--- config.mk ---
export PLATFORM = sky130hd
export DESIGN_NAME = air_reg_set
export DESIGN_NICKNAME = d
export VERILOG_FILES = /design/src/verilog/air_pkg.sv /design/src/verilog/air_dec_adj.sv /design/src/verilog/air_reg_set.sv
export VERILOG_INCLUDE_DIRS = /design/src /design/src/verilog
export SDC_FILE = /design/constraint.sdc
export NUM_CORES = 1
export LEC_CHECK = 0
export BUFFER_PORTS_ARGS = -buffer_cell sky130_fd_sc_hd__buf_2
export CELL_PAD_IN_SITES_DETAIL_PLACEMENT = 2
export CELL_PAD_IN_SITES_GLOBAL_PLACEMENT = 2
export CORE_MARGIN = 2
export CORE_UTILIZATION = 34
export DETAILED_ROUTE_END_ITERATION = 16
export PLACE_DENSITY = 0.92
export REMOVE_ABC_BUFFERS = 1
export SKIP_CTS_REPAIR_TIMING = 1
export SLEW_MARGIN = 20
export SYNTH_ARGS = -nofsm -noshare
export SYNTH_HDL_FRONTEND = slang
export SYNTH_SLANG_ARGS = --single-unit
--- constraint.sdc ---
create_clock -name i_clk -period 3 [get_ports i_clk]
set_input_delay 0.6 -clock i_clk [delete_from_list [all_inputs] [get_ports i_clk]]
set_output_delay 0.6 -clock i_clk [all_outputs]
set_load 0.02 [all_outputs]
--- src/verilog/air_regs.svh ---
// Constants of the accumulator and index register set
`ifndef AIR_REGS_SVH
`define AIR_REGS_SVH
`define AIR_BYTE_W        8
`define AIR_WORD_W        16
`define AIR_ADDR_W        16
`define AIR_NUM_REGS      7
`define AIR_FLAGS_RST     8'hd0
`define AIR_SP_RST        16'h00ff
`define AIR_FLG_C         0
`define AIR_FLG_V         1
`define AIR_FLG_Z         2
`define AIR_FLG_N         3
`define AIR_FLG_I         4
`define AIR_FLG_H         5
`define AIR_FLG_X         6
`define AIR_FLG_S         7
`define AIR_Y_EXTRA_BYTES 1
`define AIR_Y_EXTRA_CYC   1
`endif

--- src/verilog/air_pkg.sv ---
// Types of the accumulator and index register set
`include "air_regs.svh"
package air_pkg;
  typedef enum logic [4:0] {
    AIR_OP_NONE,
    AIR_OP_LD_A,
    AIR_OP_LD_B,
    AIR_OP_LD_D,
    AIR_OP_LD_X,
    AIR_OP_LD_Y,
    AIR_OP_LD_SP,
    AIR_OP_INC_X,
    AIR_OP_DEC_X,
    AIR_OP_INC_Y,
    AIR_OP_DEC_Y,
    AIR_OP_ADD_B_X,
    AIR_OP_ADD_B_Y,
    AIR_OP_A_TO_FLAGS,
    AIR_OP_FLAGS_TO_A,
    AIR_OP_DEC_ADJ,
    AIR_OP_ADD_AB,
    AIR_OP_SUB_AB,
    AIR_OP_CMP_AB,
    AIR_OP_PUSH,
    AIR_OP_PULL,
    AIR_OP_LD_FLAGS
  } air_op_type;

  typedef enum logic [1:0] {
    AIR_IDX_NONE,
    AIR_IDX_FIRST,
    AIR_IDX_SECOND
  } air_idx_type;

  typedef struct packed {
    air_op_type            op;
    logic [15:0]           data;
    air_idx_type           idx;
    logic [7:0]            offset;
  } air_cmd_type;

  typedef struct packed {
    logic [7:0]            accum_first;
    logic [7:0]            accum_second;
    logic [15:0]           accum_double;
    logic [15:0]           index_reg_first;
    logic [15:0]           index_reg_second;
    logic [15:0]           stack_pointer_reg;
    logic [7:0]            condition_flags_reg;
  } air_state_type;
endpackage

--- src/verilog/air_dec_adj.sv ---
// Decimal adjust of one byte after packed-decimal addition
`timescale 1ns/1ps
module air_dec_adj (
  input  wire logic [7:0] i_value,
  input  wire logic       i_carry,
  input  wire logic       i_half,
  output logic      [7:0] o_value,
  output logic            o_carry
);
  logic [7:0] corr;
  logic       hi_fix;

  always_comb begin
    hi_fix = i_carry || (i_value[7:4] > 4'h9) ||
             ((i_value[7:4] >= 4'h9) && (i_value[3:0] > 4'h9));
    corr   = 8'h00;
    if (i_half || (i_value[3:0] > 4'h9)) begin
      corr[3:0] = 4'h6;
    end
    if (hi_fix) begin
      corr[7:4] = 4'h6;
    end
    o_value = i_value + corr;
    o_carry = hi_fix;
  end
endmodule

--- src/verilog/air_reg_set.sv ---
// Accumulator, index, stack and flag registers with their operand datapath
// How it works
// - Effective addresses are plain 16-bit values in one 64-Kbyte map; no I/O port exists.
// - Address formation is combinational, so external and internal operands cost the same.
// - Seven registers are held here and none is reachable through the memory address.
// - Two 8-bit accumulators can each be loaded and used as operands.
// - The double accumulator reads and writes both accumulators as one 16-bit operand.
// - Add-to-index adds only the second accumulator, unsigned, to either index register.
// - Flag transfers exist only between the flags and the first accumulator.
// - Decimal adjust corrects only the first accumulator.
// - Add, subtract and compare between accumulators always take first op second.
// - The first index register plus the 8-bit offset forms the effective address.
// - The first index register also loads, increments and decrements as a counter.
// - Indexed addressing through the second index register reports one extra code byte and one extra cycle.
// - The stack pointer decrements after a push and increments before a pull.
`timescale 1ns/1ps
`include "air_regs.svh"
module air_reg_set
  import air_pkg::*;
(
  input  wire logic          i_clk,
  input  wire logic          i_arst_n,
  input  wire air_cmd_type   i_cmd,
  output air_state_type      o_state,
  output logic        [15:0] o_eff_addr,
  output logic        [15:0] o_stack_addr,
  output logic        [1:0]  o_extra_bytes,
  output logic        [1:0]  o_extra_cycles
);
  logic [7:0]  a_ff;
  logic [7:0]  b_ff;
  logic [15:0] x_ff;
  logic [15:0] y_ff;
  logic [15:0] sp_ff;
  logic [7:0]  flags_ff;
  logic [15:0] ea_ff;
  logic [15:0] sa_ff;
  logic [1:0]  xb_ff;
  logic [1:0]  xc_ff;
  logic [7:0]  nxt_a;
  logic [7:0]  nxt_flags;
  logic [8:0]  sum9;
  logic [8:0]  dif9;
  logic [4:0]  half5;
  logic [7:0]  daa_val;
  logic        daa_c;
  logic [15:0] nxt_ea;

  // ----------------------------------------------------------------
  // Arithmetic between accumulators
  // ----------------------------------------------------------------
  assign sum9  = {1'b0, a_ff} + {1'b0, b_ff};
  assign dif9  = {1'b0, a_ff} - {1'b0, b_ff};
  assign half5 = {1'b0, a_ff[3:0]} + {1'b0, b_ff[3:0]};

  air_dec_adj u_dec_adj (
    .i_value (a_ff),
    .i_carry (flags_ff[`AIR_FLG_C]),
    .i_half  (flags_ff[`AIR_FLG_H]),
    .o_value (daa_val),
    .o_carry (daa_c)
  );

  always_comb begin
    nxt_a     = a_ff;
    nxt_flags = flags_ff;
    case (i_cmd.op)
      AIR_OP_LD_A:       nxt_a = i_cmd.data[7:0];
      AIR_OP_LD_D:       nxt_a = i_cmd.data[15:8];
      AIR_OP_FLAGS_TO_A: nxt_a = flags_ff;
      AIR_OP_A_TO_FLAGS: begin
        // The X mask may be cleared but never set by this transfer; AIR_OP_LD_FLAGS can set it
        nxt_flags = a_ff;
        nxt_flags[`AIR_FLG_X] = a_ff[`AIR_FLG_X] & flags_ff[`AIR_FLG_X];
      end
      AIR_OP_LD_FLAGS:   nxt_flags = i_cmd.data[7:0];
      AIR_OP_DEC_ADJ: begin
        nxt_a = daa_val;
        nxt_flags[`AIR_FLG_C] = daa_c;
        nxt_flags[`AIR_FLG_N] = daa_val[7];
        nxt_flags[`AIR_FLG_Z] = (daa_val == 8'h00);
      end
      AIR_OP_ADD_AB: begin
        nxt_a = sum9[7:0];
        nxt_flags[`AIR_FLG_C] = sum9[8];
        nxt_flags[`AIR_FLG_H] = half5[4];
        nxt_flags[`AIR_FLG_N] = sum9[7];
        nxt_flags[`AIR_FLG_Z] = (sum9[7:0] == 8'h00);
        nxt_flags[`AIR_FLG_V] = (a_ff[7] == b_ff[7]) && (sum9[7] != a_ff[7]);
      end
      AIR_OP_SUB_AB, AIR_OP_CMP_AB: begin
        if (i_cmd.op == AIR_OP_SUB_AB) begin
          nxt_a = dif9[7:0];
        end
        nxt_flags[`AIR_FLG_C] = dif9[8];
        nxt_flags[`AIR_FLG_N] = dif9[7];
        nxt_flags[`AIR_FLG_Z] = (dif9[7:0] == 8'h00);
        nxt_flags[`AIR_FLG_V] = (a_ff[7] != b_ff[7]) && (dif9[7] != a_ff[7]);
      end
      default: nxt_a = a_ff;
    endcase
  end

  // ----------------------------------------------------------------
  // Accumulators and flags
  // ----------------------------------------------------------------
  always_ff @(posedge i_clk or negedge i_arst_n) begin
    if (!i_arst_n) begin
      a_ff     <= 8'h00;
      flags_ff <= `AIR_FLAGS_RST;
    end else begin
      a_ff     <= nxt_a;
      flags_ff <= nxt_flags;
    end
  end

  always_ff @(posedge i_clk or negedge i_arst_n) begin
    if (!i_arst_n) begin
      b_ff <= 8'h00;
    end else if (i_cmd.op == AIR_OP_LD_B) begin
      b_ff <= i_cmd.data[7:0];
    end else if (i_cmd.op == AIR_OP_LD_D) begin
      b_ff <= i_cmd.data[7:0];
    end
  end

  // ----------------------------------------------------------------
  // Index registers
  // ----------------------------------------------------------------
  always_ff @(posedge i_clk or negedge i_arst_n) begin
    if (!i_arst_n) begin
      x_ff <= 16'h0000;
    end else begin
      case (i_cmd.op)
        AIR_OP_LD_X:    x_ff <= i_cmd.data;
        AIR_OP_INC_X:   x_ff <= x_ff + 16'h0001;
        AIR_OP_DEC_X:   x_ff <= x_ff - 16'h0001;
        AIR_OP_ADD_B_X: x_ff <= x_ff + {8'h00, b_ff};
        default:        x_ff <= x_ff;
      endcase
    end
  end

  always_ff @(posedge i_clk or negedge i_arst_n) begin
    if (!i_arst_n) begin
      y_ff <= 16'h0000;
    end else begin
      case (i_cmd.op)
        AIR_OP_LD_Y:    y_ff <= i_cmd.data;
        AIR_OP_INC_Y:   y_ff <= y_ff + 16'h0001;
        AIR_OP_DEC_Y:   y_ff <= y_ff - 16'h0001;
        AIR_OP_ADD_B_Y: y_ff <= y_ff + {8'h00, b_ff};
        default:        y_ff <= y_ff;
      endcase
    end
  end

  // ----------------------------------------------------------------
  // Stack pointer
  // ----------------------------------------------------------------
  always_ff @(posedge i_clk or negedge i_arst_n) begin
    if (!i_arst_n) begin
      sp_ff <= `AIR_SP_RST;
      sa_ff <= 16'h0000;
    end else begin
      case (i_cmd.op)
        AIR_OP_LD_SP: sp_ff <= i_cmd.data;
        AIR_OP_PUSH: begin
          sa_ff <= sp_ff;
          sp_ff <= sp_ff - 16'h0001;
        end
        AIR_OP_PULL: begin
          sa_ff <= sp_ff + 16'h0001;
          sp_ff <= sp_ff + 16'h0001;
        end
        default: sp_ff <= sp_ff;
      endcase
    end
  end

  // ----------------------------------------------------------------
  // Effective address and cost of the second index register
  // ----------------------------------------------------------------
  always_comb begin
    case (i_cmd.idx)
      AIR_IDX_FIRST:  nxt_ea = x_ff + {8'h00, i_cmd.offset};
      AIR_IDX_SECOND: nxt_ea = y_ff + {8'h00, i_cmd.offset};
      default:        nxt_ea = 16'h0000;
    endcase
  end

  always_ff @(posedge i_clk or negedge i_arst_n) begin
    if (!i_arst_n) begin
      ea_ff <= 16'h0000;
      xb_ff <= 2'h0;
      xc_ff <= 2'h0;
    end else begin
      ea_ff <= nxt_ea;
      xb_ff <= (i_cmd.idx == AIR_IDX_SECOND) ? 2'(`AIR_Y_EXTRA_BYTES) : 2'h0;
      xc_ff <= (i_cmd.idx == AIR_IDX_SECOND) ? 2'(`AIR_Y_EXTRA_CYC) : 2'h0;
    end
  end

  // Registers leave only through this state port, never via an address
  assign o_state.accum_first         = a_ff;
  assign o_state.accum_second        = b_ff;
  assign o_state.accum_double        = {a_ff, b_ff};
  assign o_state.index_reg_first     = x_ff;
  assign o_state.index_reg_second    = y_ff;
  assign o_state.stack_pointer_reg   = sp_ff;
  assign o_state.condition_flags_reg = flags_ff;
  assign o_eff_addr                  = ea_ff;
  assign o_stack_addr                = sa_ff;
  assign o_extra_bytes               = xb_ff;
  assign o_extra_cycles              = xc_ff;

  // ----------------------------------------------------------------
  // Checks
  // ----------------------------------------------------------------
  a_add_to_first: assert property (@(posedge i_clk) disable iff (!i_arst_n)
    i_cmd.op == AIR_OP_ADD_AB |=> a_ff == $past(a_ff) + $past(b_ff))
    else $error("add did not land in first accumulator");
  a_cmp_keeps_acc: assert property (@(posedge i_clk) disable iff (!i_arst_n)
    i_cmd.op == AIR_OP_CMP_AB |=> $stable(a_ff) && $stable(b_ff))
    else $error("compare changed an accumulator");
  a_sub_direction: assert property (@(posedge i_clk) disable iff (!i_arst_n)
    i_cmd.op == AIR_OP_SUB_AB |=> a_ff == $past(a_ff) - $past(b_ff))
    else $error("subtract direction wrong");
  a_double_pair: assert property (@(posedge i_clk) disable iff (!i_arst_n)
    i_cmd.op == AIR_OP_LD_D |=> o_state.accum_double == $past(i_cmd.data))
    else $error("double load mismatch");
  a_abx_adds_b: assert property (@(posedge i_clk) disable iff (!i_arst_n)
    i_cmd.op == AIR_OP_ADD_B_X |=> x_ff == $past(x_ff) + {8'h00, $past(b_ff)})
    else $error("index add wrong");
  a_flags_to_a: assert property (@(posedge i_clk) disable iff (!i_arst_n)
    i_cmd.op == AIR_OP_FLAGS_TO_A |=> a_ff == $past(flags_ff))
    else $error("flag copy wrong");
  a_b_untouched: assert property (@(posedge i_clk) disable iff (!i_arst_n)
    i_cmd.op == AIR_OP_DEC_ADJ |=> $stable(b_ff))
    else $error("decimal adjust touched second accumulator");
  a_eff_address: assert property (@(posedge i_clk) disable iff (!i_arst_n)
    i_cmd.idx == AIR_IDX_FIRST |=> o_eff_addr == $past(x_ff) + {8'h00, $past(i_cmd.offset)})
    else $error("effective address wrong");
  a_push_order: assert property (@(posedge i_clk) disable iff (!i_arst_n)
    i_cmd.op == AIR_OP_PUSH |=> o_stack_addr == $past(sp_ff) && sp_ff == $past(sp_ff) - 16'h0001)
    else $error("push order wrong");
  a_y_penalty: assert property (@(posedge i_clk) disable iff (!i_arst_n)
    i_cmd.idx == AIR_IDX_SECOND |=> o_extra_cycles == 2'h1 && o_extra_bytes == 2'h1)
    else $error("second index cost missing");

  c_add: cover property (@(posedge i_clk)
    i_cmd.op == AIR_OP_ADD_AB ##1 i_cmd.op == AIR_OP_DEC_ADJ);
  c_push_pull: cover property (@(posedge i_clk)
    i_cmd.op == AIR_OP_PUSH ##1 i_cmd.op == AIR_OP_PULL);
  c_idx_y: cover property (@(posedge i_clk) i_cmd.idx == AIR_IDX_SECOND);
endmodule

==> flow_metrics.env, run 1 <==
export IMPL_cp_end_kind="flop"
export IMPL_relSlewSlack=0.4557
export IMPL_violations="setup timing"
export IMPL_syn_avg_cell_area_um2=8.151
export IMPL_worstPathArrival_ps=3370
export IMPL_ff2ff_path_depth=11
export IMPL_placementRows=59
export IMPL_cts_buffers=9
export IMPL_synth_edf_count=0
export IMPL_worst_slack_ps=-124.5
export IMPL_critPathKind="in -> reg"
export IMPL_wl_per_cell_um=33.14
export IMPL_die_w_um=167.9
export IMPL_num_vias=11350
export IMPL_nNetsFinal=1464
export IMPL_placed_area_um2=10950
export IMPL_dieArea_um2=28180
export IMPL_finalSetupViolCount=12
export IMPL_finalClockSkew_ps=19.05
export IMPL_netlist_instances=1120
export IMPL_yosysTopAreaCell="dfrtp_1"
export IMPL_yosys_top_cells_count="nor2_1 (119), nand2_1 (95), dfrtp_1 (94), a21oi_1 (92), o21ai_0 (76)"
export IMPL_clockBufferDepth=2
export IMPL_nFillCells=2898
export IMPL_ys_seq_area_frac=0.2893
export IMPL_synthMostInstantiatedCell="nor2_1"
export IMPL_io_pins=157
export IMPL_fin_area_um2=11810
export IMPL_htreeDepth=3
export IMPL_clk_latency_ps=390
export IMPL_path_max_fanout=7
export IMPL_cts_tree="yes"
export IMPL_avgViaCountPerCell=6.658
export IMPL_antenna_found_initial=3
export IMPL_hpwl_mm=35.88
export IMPL_timing_rr_start="a_ff[0]"
export IMPL_root_buffer="clkbuf_16"
export IMPL_critPathLaunchType="input port"
export IMPL_port_buffers=154
export IMPL_period_needed_ps=3124
export IMPL_wl_mm=56.48
export IMPL_drtIter0Drc=988
export IMPL_core_um2=26210
export IMPL_grt_use_total=0.3477
export IMPL_cts_sinks=105
export IMPL_maxSlewViolCount=0
export IMPL_worstPathRequired_ps=3250
export IMPL_ys_top_cells_by_area="dfrtp_1 (26%), ha_1 (8.5%), a21oi_1 (5.0%)"
export IMPL_fmax_mhz=320.1
export IMPL_clk_pin_slew_worst_paths_ps=80
export IMPL_drt_pass1_iterations=6
export IMPL_synth_top_area_frac=0.2577
export IMPL_cap_violations=0
export IMPL_synth_ff_type="dfrtp_1"
export IMPL_grt_pass1_vias=11930
export IMPL_grt_max_degree=43
export IMPL_critPathLaunch="i_cmd[26]"
export IMPL_status="complete, but fails checks"
export IMPL_min_period_over_period=1.041
export IMPL_drive_gt1_frac=0.3165
export IMPL_start_util=0.3483
export IMPL_yosysUniqueCellTypes=83
export IMPL_synthArstFlopShare=1.000
export IMPL_area_growth_pct=29.32
export IMPL_hp_class="in -> async"
export IMPL_vdd_drop_max_mv=0.3718
export IMPL_antenna_left=0
export IMPL_leakagePower_uw=0.005434
export IMPL_rrSetupSlack_ps=-80
export IMPL_worst_slew_pin_slew_ps=813.4
export IMPL_power_density_nw_per_um2=877.1
export IMPL_overflow=0
export IMPL_syn_area_um2=9129
export IMPL_grt_pass1_wl_mm=74.75
export IMPL_rsz0062_at_grt="yes"
export IMPL_yosysWarnings=0
export IMPL_r2r_end="flags_ff[2]"
export IMPL_place_gp_congestion=0.9304
export IMPL_hold_violations=0
export IMPL_fp_dieH_um=167.9
export IMPL_drc=0
export IMPL_crit_end="y_ff[12]"
export IMPL_ys_ff_latch=105
export IMPL_final_core_util=0.4505
-- registers in the layout, indices dropped and copies added (netlist names) --
signal,cells
o_eff_addr,16
o_stack_addr,16
sp_ff,16
x_ff,16
y_ff,16
a_ff,8
b_ff,8
flags_ff,8
o_extra_cycles,1
-- how the worst min path moves through the flow --
| stage | from | endpoint | slack (ps) | depth (start not counted) |
|---|---|---|---|---|
| 2_1_floorplan | i_arst_n | a_ff[0] | 300 | 0 |
| 3_3_place_gp | flags_ff[7] | flags_ff[7] | 460 | 2 |
| 3_5_place_dp | flags_ff[7] | flags_ff[7] | 470 | 2 |
| 4_1_cts | i_arst_n | y_ff[9] | 260 | 1 |
| 5_1_grt | i_arst_n | y_ff[9] | 260 | 1 |
| 6_report | i_arst_n | y_ff[9] | 230 | 1 |
-- where the power goes --
part | total (uW) | internal (uW) | switching [uW]
logic | 6250 | 2360 | 3890
registers | 2750 | 1920 | 831
clock network | 1360 | 665 | 693
total | 10400 | 4940 | 5410
-- cell usage in the layout, fill, tap and decap left out, types with 10 or more instances in the layout --
master and instances:
buf_4 151, buf_2 150, nor2_1 114, nand2_1 95, dfrtp_1 92, a21oi_1 79
o21ai_0 67, ha_1 56, inv_1 43, mux2i_1 31, xnor2_1 31, nand3_1 27
nor3_1 27, xor2_1 20, a21o_1 18, nand2b_1 16, mux2_2 15, o21ai_1 15
a22oi_1 14, a21oi_2 13, a211oi_1 13, nor2b_1 12, or3_1 11, dfstp_2 11
o221ai_1 10, o211ai_1 10
-- cells by family (layout without fill, tap and decap cells) --
| kind of cell | Yosys count | in the layout | share of synthesized area |
|---|---|---|---|
| compound gates | 347 | 347 | 0.2479 |
| xor+xnor | 53 | 53 | 0.05085 |
| fa+ha+maj | 68 | 68 | 0.09814 |
| buf+inv | 124 | 371 | 0.06387 |
| flops | 105 | 105 | 0.2893 |
| mux | 46 | 46 | 0.05249 |
| other cells | 1 | 3 | 0.0004108 |
| simple gates | 376 | 376 | 0.1970 |
-- stage by stage --
step	power (uW)	hold WS (ps)	setup slack [ps]	instances	TNS (ps)
finish	10350	228.4	-124.5	1704	-533.6
global route	10700	262.4	-182.7	1703	-1814
CTS	9540	261.8	-390.2	1684	-5767
detailed placement	8054	469.6	-647.4	1668	-13860
global placement	7493	462.1	-332.1	1668	-5110
floorplan	5484	304.4	-347.3	1042	-4555
-- cell type report --
cell class                      instances  area [um2]  area share
Antenna cell                            1       2.502   0.0002120
Clock inverter                          6       72.57    0.006147
Inverter                               45       168.9     0.01431
Clock buffer                           10       229.0     0.01940
Tap cell                              335       419.2     0.03551
Multi-Input combinational cell        892        6267      0.5309
Sequential cell                       105        2644      0.2240
Timing Repair Buffer                  310        2002      0.1696
-- routing by layer --
metal  vias to the layer above  global-route usage  wire length [um]
li1                       4533                   -                 -
met1                      5693              0.4049             20730
met2                       808              0.5934             26720
met3                       307             0.06041              4524
met4                         4              0.2219              4477
met5                         -                   0                23
-- worst max-delay path: stages --
cell and delay (ps):
buf_8 100, or3b_4 450, nor2_4 160, buf_6 150, a21o_1 200, ha_1 320, o21a_1 220, o21ai_0 260
a21oi_2 90, nor2_4 170, o21ai_0 140, xnor2_1 190, o21ai_1 330
(Power assumes the default switching activity.)
==> run 2, diff against run 1 <==
CELL_PAD_IN_SITES_DETAIL_PLACEMENT = 1   (was 2)
CELL_PAD_IN_SITES_GLOBAL_PLACEMENT = 1   (was 2)
CORE_UTILIZATION = 43   (was 34)
==> run 2 against run 1 <==
  * Flip-flop and latch count stayed put
  * Largest cell class unchanged
  * Combinational power down 11%
  * Register-to-register slack gained 120 ps
  * Fmax fell by 0.36%
  * The flow still finishes with violations (setup timing)
==> flow_metrics.env, run 2 (synthesized netlist as in run 1, its figures left out) <==
export IMPL_clockBufferDepth=2
export IMPL_drt_pass1_iterations=6
export IMPL_grt_pass1_vias=10900
export IMPL_worst_slack_ps=-135.7
export IMPL_dieArea_um2=22410
export IMPL_worst_slew_pin_slew_ps=893.1
export IMPL_rrSetupSlack_ps=40
export IMPL_violations="setup timing"
export IMPL_port_buffers=154
export IMPL_final_common_cell="buf_2"
export IMPL_min_period_over_period=1.045
export IMPL_hp_class="in -> async"
export IMPL_crit_end="y_ff[13]"
export IMPL_grt_max_degree=51
export IMPL_avgViaCountPerCell=6.484
export IMPL_drc=0
export IMPL_path_max_fanout=7
export IMPL_relSlewSlack=0.4024
export IMPL_area_growth_pct=25.26
export IMPL_ff2ff_path_depth=13
export IMPL_cts_buffers=9
export IMPL_clk_pin_slew_worst_paths_ps=80
export IMPL_leakagePower_uw=0.005306
export IMPL_seq_area_um2=2643
export IMPL_antenna_found_initial=1
export IMPL_multi_input_area_um2=6147
export IMPL_hold_violations=0
export IMPL_clk_latency_ps=380
export IMPL_overflow=0
export IMPL_fin_tns_setup_ps=-488.1
export IMPL_worstPathRequired_ps=3240
export IMPL_nFillCells=2628
export IMPL_placementRows=53
export IMPL_timing_rr_start="b_ff[0]"
export IMPL_drive_gt1_frac=0.2931
export IMPL_layout_common_cells="buf_2 (153), buf_4 (137), nor2_1 (118), nand2_1 (95), dfrtp_1 (93)"
export IMPL_final_core_util=0.5457
export IMPL_htreeDepth=3
export IMPL_cts_sinks=105
export IMPL_start_util=0.4356
export IMPL_vdd_drop_max_mv=0.4659
export IMPL_root_buffer="clkbuf_16"
export IMPL_fmax_mhz=318.9
export IMPL_grt_pass1_wl_mm=59.87
export IMPL_io_pins=157
export IMPL_maxSlewViolCount=0
export IMPL_critPathKind="in -> reg"
export IMPL_period_needed_ps=3136
export IMPL_wl_mm=40.67
export IMPL_use_met1=0.4258
export IMPL_use_met2=0.5562
export IMPL_power_density_nw_per_um2=826.0
export IMPL_core_um2=20960
export IMPL_finalClockSkew_ps=16.99
export IMPL_grt_busiest_layer="met2"
export IMPL_hpwl_mm=28.03
export IMPL_num_vias=10540
export IMPL_die_w_um=149.7
export IMPL_antenna_left=0
export IMPL_wl_per_cell_um=25.01
export IMPL_grt_use_total=0.3441
export IMPL_rsz0062_at_grt="yes"
export IMPL_status="complete, but fails checks"
export IMPL_use_met3=0.05610
export IMPL_critPathLaunch="i_cmd[27]"
export IMPL_cp_end_kind="flop"
export IMPL_nNetsFinal=1447
export IMPL_finalSetupViolCount=6
export IMPL_place_gp_congestion=0.9489
export IMPL_fin_area_um2=11430
export IMPL_fp_dieH_um=149.7
export IMPL_worstPathArrival_ps=3370
export IMPL_r2r_end="x_ff[6]"
export IMPL_critPathLaunchType="input port"
export IMPL_cap_violations=0
export IMPL_cts_tree="yes"
export IMPL_drtIter0Drc=1157
export IMPL_diodes=0
export IMPL_placed_area_um2=10870
## run 2: power breakdown
group / internal (uW) / switching (uW)
clock network: 583 / 672
logic: 2240 / 3320
registers: 1920 / 709
## run 2: how the worst min path moves through the flow
stage,slack (ps),startpoint,end,cells past startpoint
2_1_floorplan,300,i_arst_n,a_ff[0],0
3_3_place_gp,460,flags_ff[7],flags_ff[7],2
3_5_place_dp,490,flags_ff[4],flags_ff[4],2
4_1_cts,320,i_arst_n,o_eff_addr[1],1
5_1_grt,340,i_arst_n,o_eff_addr[1],1
6_report,290,i_arst_n,y_ff[6],1
## run 2: critical path: stages
cell and delay, ps:
buf_2 120, or3b_1 430, nor2_1 170, buf_4 200, a21o_1 140, ha_1 250, and3_2 270, and4_2 310
a31oi_4 210, a31oi_4 150, o31ai_2 230, xor2_1 190, o21ai_0 110
## run 2: per-stage QoR
| stage | cells | hold slack (ps) | setup slack (ps) | power [uW] |
|---|---|---|---|---|
| after floorplan | 1042 | 304.4 | -347.3 | 5484 |
| after global placement | 1606 | 464.5 | -317.1 | 7403 |
| after detailed placement | 1606 | 485.1 | -518.4 | 7718 |
| after CTS | 1622 | 316.4 | -139.7 | 9054 |
| after global routing | 1626 | 336.3 | -220.4 | 9920 |
| final | 1626 | 290.3 | -135.7 | 9445 |
## run 2: per-layer routing
layer | wire, um | part of all wire | up-vias
met2 | 19100 | 0.47 | 630
met3 | 3606 | 0.089 | 204
met1 | 15180 | 0.37 | 5210
met5 | 15 | 0.00037 | -
met4 | 2769 | 0.068 | 2
li1 | - | - | 4497
## run 2: area by class of cell
type                            count  area share
Clock inverter                      7    0.005362
Clock buffer                        9     0.01970
Multi-Input combinational cell    892      0.5376
Inverter                           45     0.01477
Sequential cell                   105      0.2311
Tap cell                          275     0.03009
Timing Repair Buffer              293      0.1614
